[src/inc/tec_pkg.sv]
// Constants and types shared by the timer/event counter design files
package tec_pkg;
    // ----------------------------------------------------------------
    // Register map (byte addresses on the 32-bit bus)
    // ----------------------------------------------------------------
    localparam int ADDR_W = 4;
    localparam logic [3:0] OFS_PRELOAD = 4'h0;
    localparam logic [3:0] OFS_CONTROL = 4'h4;
    localparam logic [3:0] OFS_STATUS = 4'h8;
    localparam logic [3:0] OFS_MASK = 4'hc;
    // ----------------------------------------------------------------
    // Control register fields
    // ----------------------------------------------------------------
    localparam int BIT_PSC_LO = 0;
    localparam int BIT_PSC_HI = 2;
    localparam int BIT_EDGE = 3;
    localparam int BIT_RUN = 4;
    localparam int BIT_MODE_LO = 6;
    localparam int BIT_MODE_HI = 7;
    localparam logic [7:0] CTRL_RESET = 8'h00;
    localparam logic [7:0] CTRL_WMASK = 8'hdf;
    // ----------------------------------------------------------------
    // Counter, status and bus answers
    // ----------------------------------------------------------------
    localparam logic [7:0] CNT_FULL = 8'hff;
    localparam logic [7:0] CNT_RESET = 8'h00;
    localparam logic [7:0] CNT_STEP = 8'h01;
    localparam int ST_OVF = 0;
    localparam logic [7:0] STATUS_MASK = 8'h01;
    localparam logic [7:0] MASK_RESET = 8'h00;
    localparam int PSC_STAGES = 8;
    localparam logic [1:0] RESP_OKAY = 2'h0;
    localparam logic [1:0] RESP_SLVERR = 2'h2;

    typedef enum logic [1:0] {
        TEC_MODE_NONE = 2'b00,
        TEC_MODE_EVENT = 2'b01,
        TEC_MODE_TIMER = 2'b10,
        TEC_MODE_PULSE = 2'b11
    } tec_mode_t;

    typedef enum logic [1:0] {
        TEC_PW_WAIT = 2'b00,
        TEC_PW_MEASURE = 2'b01
    } tec_pw_t;
endpackage : tec_pkg

[src/logic/tec_pin_sync.sv]
// Shared input pin synchroniser and edge detector
`timescale 1ns/1ps
module tec_pin_sync (
    input wire logic aclk,
    input wire logic aresetn,
    input wire logic pin,
    output logic rise,
    output logic fall
);
    logic meta;
    logic stable;
    logic last;

    // First stage feeds only the second one
    always_ff @(posedge aclk) begin
        if (!aresetn) begin
            meta <= 1'b0;
            stable <= 1'b0;
            last <= 1'b0;
        end else begin
            meta <= pin;
            stable <= meta;
            last <= stable;
        end
    end

    // One cycle per edge [RULE19]
    assign rise = stable & ~last;
    assign fall = ~stable & last;
endmodule : tec_pin_sync

[src/logic/tec_prescaler.sv]
// Eight-stage prescaler giving one tick per selected division period
`timescale 1ns/1ps
module tec_prescaler (
    input wire logic aclk,
    input wire logic aresetn,
    input wire logic [2:0] psc_sel,
    output logic tick
);
    logic [tec_pkg::PSC_STAGES-1:0] stage;
    logic tap_last;
    logic tap;

    assign tap = stage[psc_sel];

    always_ff @(posedge aclk) begin
        if (!aresetn) begin
            stage <= '0;
            tap_last <= 1'b0;
        end else begin
            stage <= stage + 1'b1;
            tap_last <= tap;
        end
    end

    // Counter steps on the high to low transition of the divided clock
    assign tick = tap_last & ~tap; // [RULE3] [RULE4]
endmodule : tec_prescaler

[src/logic/tec_timer.sv]
// Eight-bit timer / event counter with an AXI4-Lite register slave
//
// How it works
// RULE1: 8-bit up-counter with timer, event count and pulse width modes.
// RULE2: Writing the counter register loads preload; reading returns live count.
// RULE3: Timer and pulse width modes count prescaled system clock ticks.
// RULE4: Control bits 0-2 pick prescale ratio; ignored in event mode.
// RULE5: Event mode counts pin edges of the polarity chosen by edge select.
// RULE6: Counting from preload to ff; next count overflows and flags interrupt.
// RULE7: Overflow reloads counter from preload and counting carries on.
// RULE8: Software clears preload to 00 for the full 256-count range.
// RULE9: Preload has no reset value; unknown until software writes it.
// RULE10: While stopped, a preload write also goes straight into the counter.
// RULE11: While running, a new preload reaches the counter at next overflow.
// RULE12: Control bit 4 is the run bit: set runs, clear stops.
// RULE13: Control bit 3 selects active pin edge in event and pulse modes.
// RULE14: Software selects timer mode when the pin is plain I/O.
// RULE15: Software fully programs control before using the counter.
// RULE16: Mode bits {hi,lo}: 10 timer, 01 event, 11 pulse width.
// RULE17: Pulse mode counts between start edge and return; run bit self-clears.
// RULE18: Event mode keeps counting in power-down; overflow raises wake-up.
// RULE19: Pin is synchronised, each edge gives one single-cycle count enable.
`timescale 1ns/1ps
module tec_timer (
    input wire logic aclk,
    input wire logic aresetn,
    input wire logic [tec_pkg::ADDR_W-1:0] s_axi_awaddr,
    input wire logic s_axi_awvalid,
    output logic s_axi_awready,
    input wire logic [31:0] s_axi_wdata,
    input wire logic [3:0] s_axi_wstrb,
    input wire logic s_axi_wvalid,
    output logic s_axi_wready,
    output logic [1:0] s_axi_bresp,
    output logic s_axi_bvalid,
    input wire logic s_axi_bready,
    input wire logic [tec_pkg::ADDR_W-1:0] s_axi_araddr,
    input wire logic s_axi_arvalid,
    output logic s_axi_arready,
    output logic [31:0] s_axi_rdata,
    output logic [1:0] s_axi_rresp,
    output logic s_axi_rvalid,
    input wire logic s_axi_rready,
    input wire logic shared_input_pin,
    input wire logic power_down,
    output logic irq,
    output logic wake
);
    // ----------------------------------------------------------------
    // Declarations
    // ----------------------------------------------------------------
    logic [7:0] counter;
    logic [7:0] counter_preload;
    logic [7:0] counter_control;
    logic [7:0] status;
    logic [7:0] mask;
    logic [tec_pkg::ADDR_W-1:0] aw_addr;
    logic [7:0] w_data;
    logic w_lane0;
    logic aw_hold;
    logic w_hold;
    logic do_write;
    logic addr_ok;
    logic pre_we;
    logic ctrl_we;
    logic status_we;
    logic mask_we;
    logic ar_fire;
    logic [31:0] next_rdata;
    logic [1:0] next_rresp;
    tec_pkg::tec_mode_t mode;
    tec_pkg::tec_pw_t pw_state;
    logic run_bit;
    logic edge_select;
    logic pin_rise;
    logic pin_fall;
    logic tick;
    logic start_edge;
    logic stop_edge;
    logic pw_stop;
    logic count_en;
    logic overflow;

    // ----------------------------------------------------------------
    // Submodules
    // ----------------------------------------------------------------
    tec_pin_sync u_sync (
        .aclk(aclk),
        .aresetn(aresetn),
        .pin(shared_input_pin),
        .rise(pin_rise),
        .fall(pin_fall)
    );

    tec_prescaler u_psc (
        .aclk(aclk),
        .aresetn(aresetn),
        .psc_sel(counter_control[tec_pkg::BIT_PSC_HI:tec_pkg::BIT_PSC_LO]),
        .tick(tick)
    );

    // ----------------------------------------------------------------
    // AXI4-Lite write path
    // ----------------------------------------------------------------
    assign s_axi_awready = ~aw_hold & ~s_axi_bvalid;
    assign s_axi_wready = ~w_hold & ~s_axi_bvalid;
    assign do_write = aw_hold & w_hold & ~s_axi_bvalid;
    assign addr_ok = (aw_addr == tec_pkg::OFS_PRELOAD)
                   | (aw_addr == tec_pkg::OFS_CONTROL)
                   | (aw_addr == tec_pkg::OFS_STATUS)
                   | (aw_addr == tec_pkg::OFS_MASK);
    // Registers are 8 bits wide, so only byte lane 0 carries a write
    assign pre_we = do_write & w_lane0 & (aw_addr == tec_pkg::OFS_PRELOAD);
    assign ctrl_we = do_write & w_lane0 & (aw_addr == tec_pkg::OFS_CONTROL);
    assign status_we = do_write & w_lane0 & (aw_addr == tec_pkg::OFS_STATUS);
    assign mask_we = do_write & w_lane0 & (aw_addr == tec_pkg::OFS_MASK);

    always_ff @(posedge aclk) begin
        if (!aresetn) begin
            aw_hold <= 1'b0;
            aw_addr <= '0;
        end else if (s_axi_awvalid && s_axi_awready) begin
            aw_hold <= 1'b1;
            aw_addr <= s_axi_awaddr;
        end else if (do_write) begin
            aw_hold <= 1'b0;
        end
    end

    always_ff @(posedge aclk) begin
        if (!aresetn) begin
            w_hold <= 1'b0;
            w_data <= '0;
            w_lane0 <= 1'b0;
        end else if (s_axi_wvalid && s_axi_wready) begin
            w_hold <= 1'b1;
            w_data <= s_axi_wdata[7:0];
            w_lane0 <= s_axi_wstrb[0];
        end else if (do_write) begin
            w_hold <= 1'b0;
        end
    end

    always_ff @(posedge aclk) begin
        if (!aresetn) begin
            s_axi_bvalid <= 1'b0;
            s_axi_bresp <= tec_pkg::RESP_OKAY;
        end else if (do_write) begin
            s_axi_bvalid <= 1'b1;
            s_axi_bresp <= addr_ok ? tec_pkg::RESP_OKAY
                                   : tec_pkg::RESP_SLVERR;
        end else if (s_axi_bready) begin
            s_axi_bvalid <= 1'b0;
        end
    end

    // ----------------------------------------------------------------
    // AXI4-Lite read path
    // ----------------------------------------------------------------
    assign s_axi_arready = ~s_axi_rvalid;
    assign ar_fire = s_axi_arvalid & s_axi_arready;

    always_comb begin
        next_rdata = '0;
        next_rresp = tec_pkg::RESP_OKAY;
        case (s_axi_araddr)
            tec_pkg::OFS_PRELOAD: next_rdata[7:0] = counter; // [RULE2]
            tec_pkg::OFS_CONTROL: next_rdata[7:0] = counter_control;
            tec_pkg::OFS_STATUS: next_rdata[7:0] = status;
            tec_pkg::OFS_MASK: next_rdata[7:0] = mask;
            default: next_rresp = tec_pkg::RESP_SLVERR;
        endcase
    end

    always_ff @(posedge aclk) begin
        if (!aresetn) begin
            s_axi_rvalid <= 1'b0;
            s_axi_rdata <= '0;
            s_axi_rresp <= tec_pkg::RESP_OKAY;
        end else if (ar_fire) begin
            s_axi_rvalid <= 1'b1;
            s_axi_rdata <= next_rdata;
            s_axi_rresp <= next_rresp;
        end else if (s_axi_rready) begin
            s_axi_rvalid <= 1'b0;
        end
    end

    // ----------------------------------------------------------------
    // Control and preload registers
    // ----------------------------------------------------------------
    assign mode = tec_pkg::tec_mode_t'({counter_control[tec_pkg::BIT_MODE_HI],
                                        counter_control[tec_pkg::BIT_MODE_LO]});
    assign run_bit = counter_control[tec_pkg::BIT_RUN]; // [RULE12]
    assign edge_select = counter_control[tec_pkg::BIT_EDGE];

    // A software write beats the hardware self-clear in the same cycle
    always_ff @(posedge aclk) begin
        if (!aresetn) begin
            counter_control <= tec_pkg::CTRL_RESET;
        end else if (ctrl_we) begin
            counter_control <= w_data & tec_pkg::CTRL_WMASK;
        end else if (pw_stop) begin
            counter_control[tec_pkg::BIT_RUN] <= 1'b0; // [RULE17]
        end
    end

    // No reset: contents stay unknown until the first write
    always_ff @(posedge aclk) begin
        if (pre_we) begin
            counter_preload <= w_data; // [RULE2] [RULE9]
        end
    end

    // ----------------------------------------------------------------
    // Pulse width measurement sequence
    // ----------------------------------------------------------------
    // Low edge select: start on falling, stop on return high
    assign start_edge = edge_select ? pin_rise : pin_fall; // [RULE13]
    assign stop_edge = edge_select ? pin_fall : pin_rise;
    assign pw_stop = (pw_state == tec_pkg::TEC_PW_MEASURE) & stop_edge;

    always_ff @(posedge aclk) begin
        if (!aresetn) begin
            pw_state <= tec_pkg::TEC_PW_WAIT;
        end else begin
            case (pw_state)
                tec_pkg::TEC_PW_WAIT: begin
                    if (run_bit && mode == tec_pkg::TEC_MODE_PULSE
                        && start_edge) begin
                        pw_state <= tec_pkg::TEC_PW_MEASURE; // [RULE17]
                    end
                end
                tec_pkg::TEC_PW_MEASURE: begin
                    if (stop_edge || !run_bit
                        || mode != tec_pkg::TEC_MODE_PULSE) begin
                        pw_state <= tec_pkg::TEC_PW_WAIT; // [RULE17]
                    end
                end
                default: pw_state <= tec_pkg::TEC_PW_WAIT;
            endcase
        end
    end

    // ----------------------------------------------------------------
    // Counter
    // ----------------------------------------------------------------
    // The system clock is held in power-down, so only pin events count
    always_comb begin
        count_en = 1'b0;
        case (mode)
            tec_pkg::TEC_MODE_TIMER:
                count_en = run_bit & tick & ~power_down; // [RULE3]
            tec_pkg::TEC_MODE_EVENT: // [RULE5] [RULE18]
                count_en = run_bit & (edge_select ? pin_fall
                                                  : pin_rise);
            tec_pkg::TEC_MODE_PULSE:
                count_en = run_bit & tick & ~power_down
                         & (pw_state == tec_pkg::TEC_PW_MEASURE); // [RULE17]
            default: count_en = 1'b0; // [RULE16]
        endcase
    end

    assign overflow = count_en & (counter == tec_pkg::CNT_FULL); // [RULE6]

    always_ff @(posedge aclk) begin
        if (!aresetn) begin
            counter <= tec_pkg::CNT_RESET;
        end else if (pre_we && !run_bit) begin
            counter <= w_data; // [RULE10]
        end else if (overflow) begin
            counter <= counter_preload; // [RULE7] [RULE11]
        end else if (count_en) begin
            counter <= counter + tec_pkg::CNT_STEP; // [RULE1]
        end
    end

    // ----------------------------------------------------------------
    // Interrupt status, mask and wake-up
    // ----------------------------------------------------------------
    // A new overflow wins over a write-one-to-clear in the same cycle
    always_ff @(posedge aclk) begin
        if (!aresetn) begin
            status <= '0;
        end else begin
            status <= ((status & ~(status_we ? w_data : '0))
                      | {7'h00, overflow}) & tec_pkg::STATUS_MASK; // [RULE6]
        end
    end

    always_ff @(posedge aclk) begin
        if (!aresetn) begin
            mask <= tec_pkg::MASK_RESET;
        end else if (mask_we) begin
            mask <= w_data & tec_pkg::STATUS_MASK;
        end
    end

    always_ff @(posedge aclk) begin
        if (!aresetn) begin
            wake <= 1'b0;
        end else begin
            wake <= overflow & power_down; // [RULE18]
        end
    end

    assign irq = |(status & mask);
endmodule : tec_timer

[config.mk]
export PLATFORM = sky130hd
export DESIGN_NAME = tec_timer
export DESIGN_NICKNAME = d
export VERILOG_FILES = /design/src/inc/tec_pkg.sv /design/src/logic/tec_pin_sync.sv /design/src/logic/tec_prescaler.sv /design/src/logic/tec_timer.sv
export SDC_FILE = /design/constraint.sdc
export NUM_CORES = 1
export LEC_CHECK = 0
export ABC_AREA = 1
export BUFFER_PORTS_ARGS = -buffer_cell sky130_fd_sc_hd__buf_2
export CORE_MARGIN = 1.5
export CORE_UTILIZATION = 51
export DETAILED_ROUTE_END_ITERATION = 16
export HOLD_SLACK_MARGIN = 0.02
export PLACE_DENSITY = 0.8
export SYNTH_ARGS = -nofsm -noshare
export SYNTH_HDL_FRONTEND = slang
export SYNTH_SLANG_ARGS = --single-unit
[constraint.sdc]
create_clock -name aclk -period 1.89 [get_ports aclk]
set_clock_uncertainty 0.1 [all_clocks]
set_input_delay 0.189 -clock aclk [delete_from_list [all_inputs] [get_ports aclk]]
set_output_delay 0.189 -clock aclk [all_outputs]
set_load 0.02 [all_outputs]
==> Implementation_results.wiki <==
{| class="wikitable"
! Metric !! Value
|-
| Total power of the final layout || 3010 µW
|-
| Global router's overall resource usage || 21.2%
|-
| Run status || complete, no violations
|-
| Total clock buffers created by CTS || 9
|-
| Number of antenna repair diodes || 0
|-
| Clock network fraction of design power || 40.7%
|-
| Startpoint of the tightest hold check path || s_axi_awaddr[3]
|-
| Vias in the first global route || 2,404
|-
| Netlist cell types || 41
|-
| Final Worst Setup Slack || 163 ps
|-
| Total number of nets in the final design || 527
|-
| Sequential area share after synthesis || 45.0%
|-
| CTS tree || done
|-
| Clock period minus final worst setup slack || 1730 ps
|-
| Total iterations of the first detailed-routing run || 4
|-
| Register clock-pin slew on the reported worst setup and hold paths || 70 ps
|-
| Maximum level of the CTS H-tree || 3
|-
| Nature of the critical path endpoint || register
|-
| CP bufs+invs || 1
|-
| Max-slew violation count || 0
|-
| Maximum number of pins on one net before global-route repair || 35
|-
| Wirelength per Cell || 11.9 µm
|-
| Critical Path Source Type || register
|-
| Worst Setup Path Type || reg -> reg
|-
| Top achievable clock speed || 579 MHz
|-
| Total power density per cell area || 812 nW/µm²
|-
| Horiz. Die Dim || 81.1 µm
|-
| Vias post-DR || 2,704
|-
| Remaining DRCs || 0
|-
| Worst path most repeated cell || sky130_fd_sc_hd__o21ai_1
|-
| Antenna Violating Nets Remaining || 0
|-
| Post-Place Cells || 519
|-
| Arrival time worst endpoint || 1860 ps
|-
| Number of antenna violations at the first check in global routing || 0
|-
| Peak fanout along the critical path || 11
|-
| Cell with the largest stage delay on the worst path || sky130_fd_sc_hd__dfxtp_1
|-
| Timing startpoint of the critical path || counter[0]
|-
| First DRT Iteration DRCs || 156
|-
| Clock tree sinks || 66
|-
| Cell family with the largest share of critical-path delay || simple AND/OR/NAND/NOR gates
|-
| Post-route fraction of the period consumed by the critical path || 91.4%
|-
| Switching portion of total power || 24.4%
|-
| P_int || 2280 µW
|-
| Post-synthesis sequential element count || 66
|-
| Final instance count without filler cells || 552
|-
| Switch Pwr || 734 µW
|-
| Post-Synthesis Cells || 405
|-
| Launch instance of the worst register-to-register path || counter[0]
|-
| Sequential cell fraction of total power || 50.0%
|-
| Final Hold Vio Count || 0
|-
| Die area || 6580 µm²
|-
| Buffers from clock root to sink, at most || 2
|-
| Standard cell core area || 5920 µm²
|-
| I/O pin count || 96
|-
| RSZ-0062 raised after global routing || false
|-
| Proportion of layout cells with a drive suffix above 1 || 19.5%
|-
| Cell row count || 28
|-
| Peak supply drop || 0.000531 V
|-
| Initial Utilization || 52.6%
|-
| Yosys warnings || 0
|-
| Mean instance size in the synthesized netlist || 7.68 µm²
|-
| Pre-CTS WS || 62.6 ps
|-
| Crit path required time || 2020 ps
|-
| Class of the most critical hold timing path || in -> reg
|-
| First-pass GRT wire length || 10.6 mm
|-
| Biggest cell delay along the critical path || 350 ps
|-
| Ordered list of cells on the worst path || ha_2 > nand3_2 > nor2_4 > nand3_4 > buf_4 > o21ai_1 > o21ai_1 > a21oi_1 > nor2_1
|-
| Cell chosen for the clock root || sky130_fd_sc_hd__clkbuf_8
|-
| Max-cap check violation count || 0
|-
| Setup Viol. Count Final || 0
|-
| Post-synthesis to final-layout area growth || 19.3%
|-
| Leakage power || 0.00165 µW
|-
| Detail-routed via count per cell || 4.90
|-
| Port Buffers || 42
|-
| Fin Setup TNS || 0 ps
|-
| Aggregate global routing overflow || 0
|-
| Total Routed Length || 6.60 mm
|-
| Post-DP HPWL || 4.63 mm
|-
| Clock latency reported for the late side of the worst-skew pair || 340 ps
|-
| Die boundary height || 81.1 µm
|-
| Share of power burned in combinational logic || 9.2%
|-
| Post-synth design cell area || 3110 µm²
|-
| Global placement routability congestion || 0.899
|}
## metrics by stage
stage	utilization [%]	hold WS (ps)	instance area, µm²
after floorplan	-	187	3210
after global placement	56.2	275	3330
after detailed placement	56.2	277	3330
after CTS	62.0	28.0	3670
after global routing	62.7	28.3	3710
final	62.7	35.9	3710
## cell usage after synthesis (all sizes together)
master,count,area share [%]
a21oi,37,6.2
a31oi,1,0.20
buf,28,6.8
clkbuf,7,0.84
clkinv,2,0.28
conb,1,0.12
dfxtp,58,37
edfxtp,8,7.7
ha,2,0.80
inv,48,6.0
nand2,79,10
nand3,20,3.9
nand3b,1,0.24
nand4,3,0.80
nor2,47,6.4
nor3,8,2.0
o2111ai,1,0.28
o21a,2,0.48
o21ai,43,7.0
o22ai,3,0.60
o41ai,1,0.28
or2,1,0.20
xnor2,1,0.28
xor2,3,0.84
## worst register-to-register path: cells and delay by family (launching register included)
kind                     cells  cell delay, ps
adder cells (fa/ha/maj)      1             200
AND/OR/NAND/NOR              4             470
flip-flops                   1             350
AO/OA/AOI/OAI                3             320
buffers and inverters        1             180
## metal layers
layer	vias to the layer above	GRT usage, %	wire [µm]
met5	-	0	0
met4	0	11.2	150
met3	14	4.49	286
met2	80	36.0	3190
met1	1218	25.0	2970
li1	1392	-	-
## cell usage in the layout, fill, tap and decap left out, types with 5 or more instances in the layout
master                           n
sky130_fd_sc_hd__a21oi_1        35
sky130_fd_sc_hd__buf_2          42
sky130_fd_sc_hd__buf_4          10
sky130_fd_sc_hd__clkbuf_8       12
sky130_fd_sc_hd__conb_1         26
sky130_fd_sc_hd__dfxtp_1        58
sky130_fd_sc_hd__dlygate4sd3_1  14
sky130_fd_sc_hd__edfxtp_1        8
sky130_fd_sc_hd__inv_1          45
sky130_fd_sc_hd__nand2_1        72
sky130_fd_sc_hd__nand2_2         5
sky130_fd_sc_hd__nand3_1        16
sky130_fd_sc_hd__nor2_1         43
sky130_fd_sc_hd__nor3_1          5
sky130_fd_sc_hd__o21ai_0        29
sky130_fd_sc_hd__o21ai_1        13
## repair_timing
action,4_1_cts,5_1_grt
endpoints found under the setup margin,0,3
buffers inserted,0,3
gates resized for setup,0,3
hold buffers,14,0
endpoints found under the hold margin,14,0
## logic make-up (layout without fill, tap and decap cells)
group           after synthesis  after routing  share of synthesized area (%)
fa+ha+maj                     2              2                          0.804
flops                        66             66                           45.0
xor+xnor                      4              4                           1.13
compound gates               88             88                           15.1
simple gates                159            159                           23.9
other cells                   1             26                          0.121
buf+inv                      85            132                           13.9
## power by group through the flow
stage	Combinational (µW)	Sequential, µW	Clock, µW
4_1_cts	277	1510	1240
6_report	277	1510	1230
3_5_place_dp	254	1540	0
2_1_floorplan	219	1540	0
5_1_grt	314	1510	1310
3_3_place_gp	249	1540	0
## worst paths after layout
check | end | slack [ps] | cells past startpoint
setup reg to reg | counter[3] | 160 | 9
hold / removal | aw_addr[3] | 40 | 3
hold reg to reg | u_sync.stable | 310 | 2
setup / recovery | counter[3] | 160 | 9
## sequential cells by signal, indices dropped and copies added, names as in the netlist
register,cells
s_axi_rdata,8
u_sync.stable,1
u_sync.meta,1
u_sync.last,1
s_axi_bresp,1
aw_addr,4
w_hold,1
mask,1
pw_state,1
aw_hold,1
u_psc.tap_last,1
counter,8
s_axi_bvalid,1
wake,1
counter_control,7
s_axi_rresp,1
status,1
counter_preload,8
w_lane0,1
s_axi_rvalid,1
w_data,8
u_psc.stage,8
## cell type report
type	instances	area, µm²
timing repair buffer	66	425
clock inverter	2	35.0
inverter	50	196
multi-input combinational	279	1390
fill	520	2210
tap	75	93.8
sequential	66	1400
clock buffer	14	173
(Power assumes the default switching activity.)
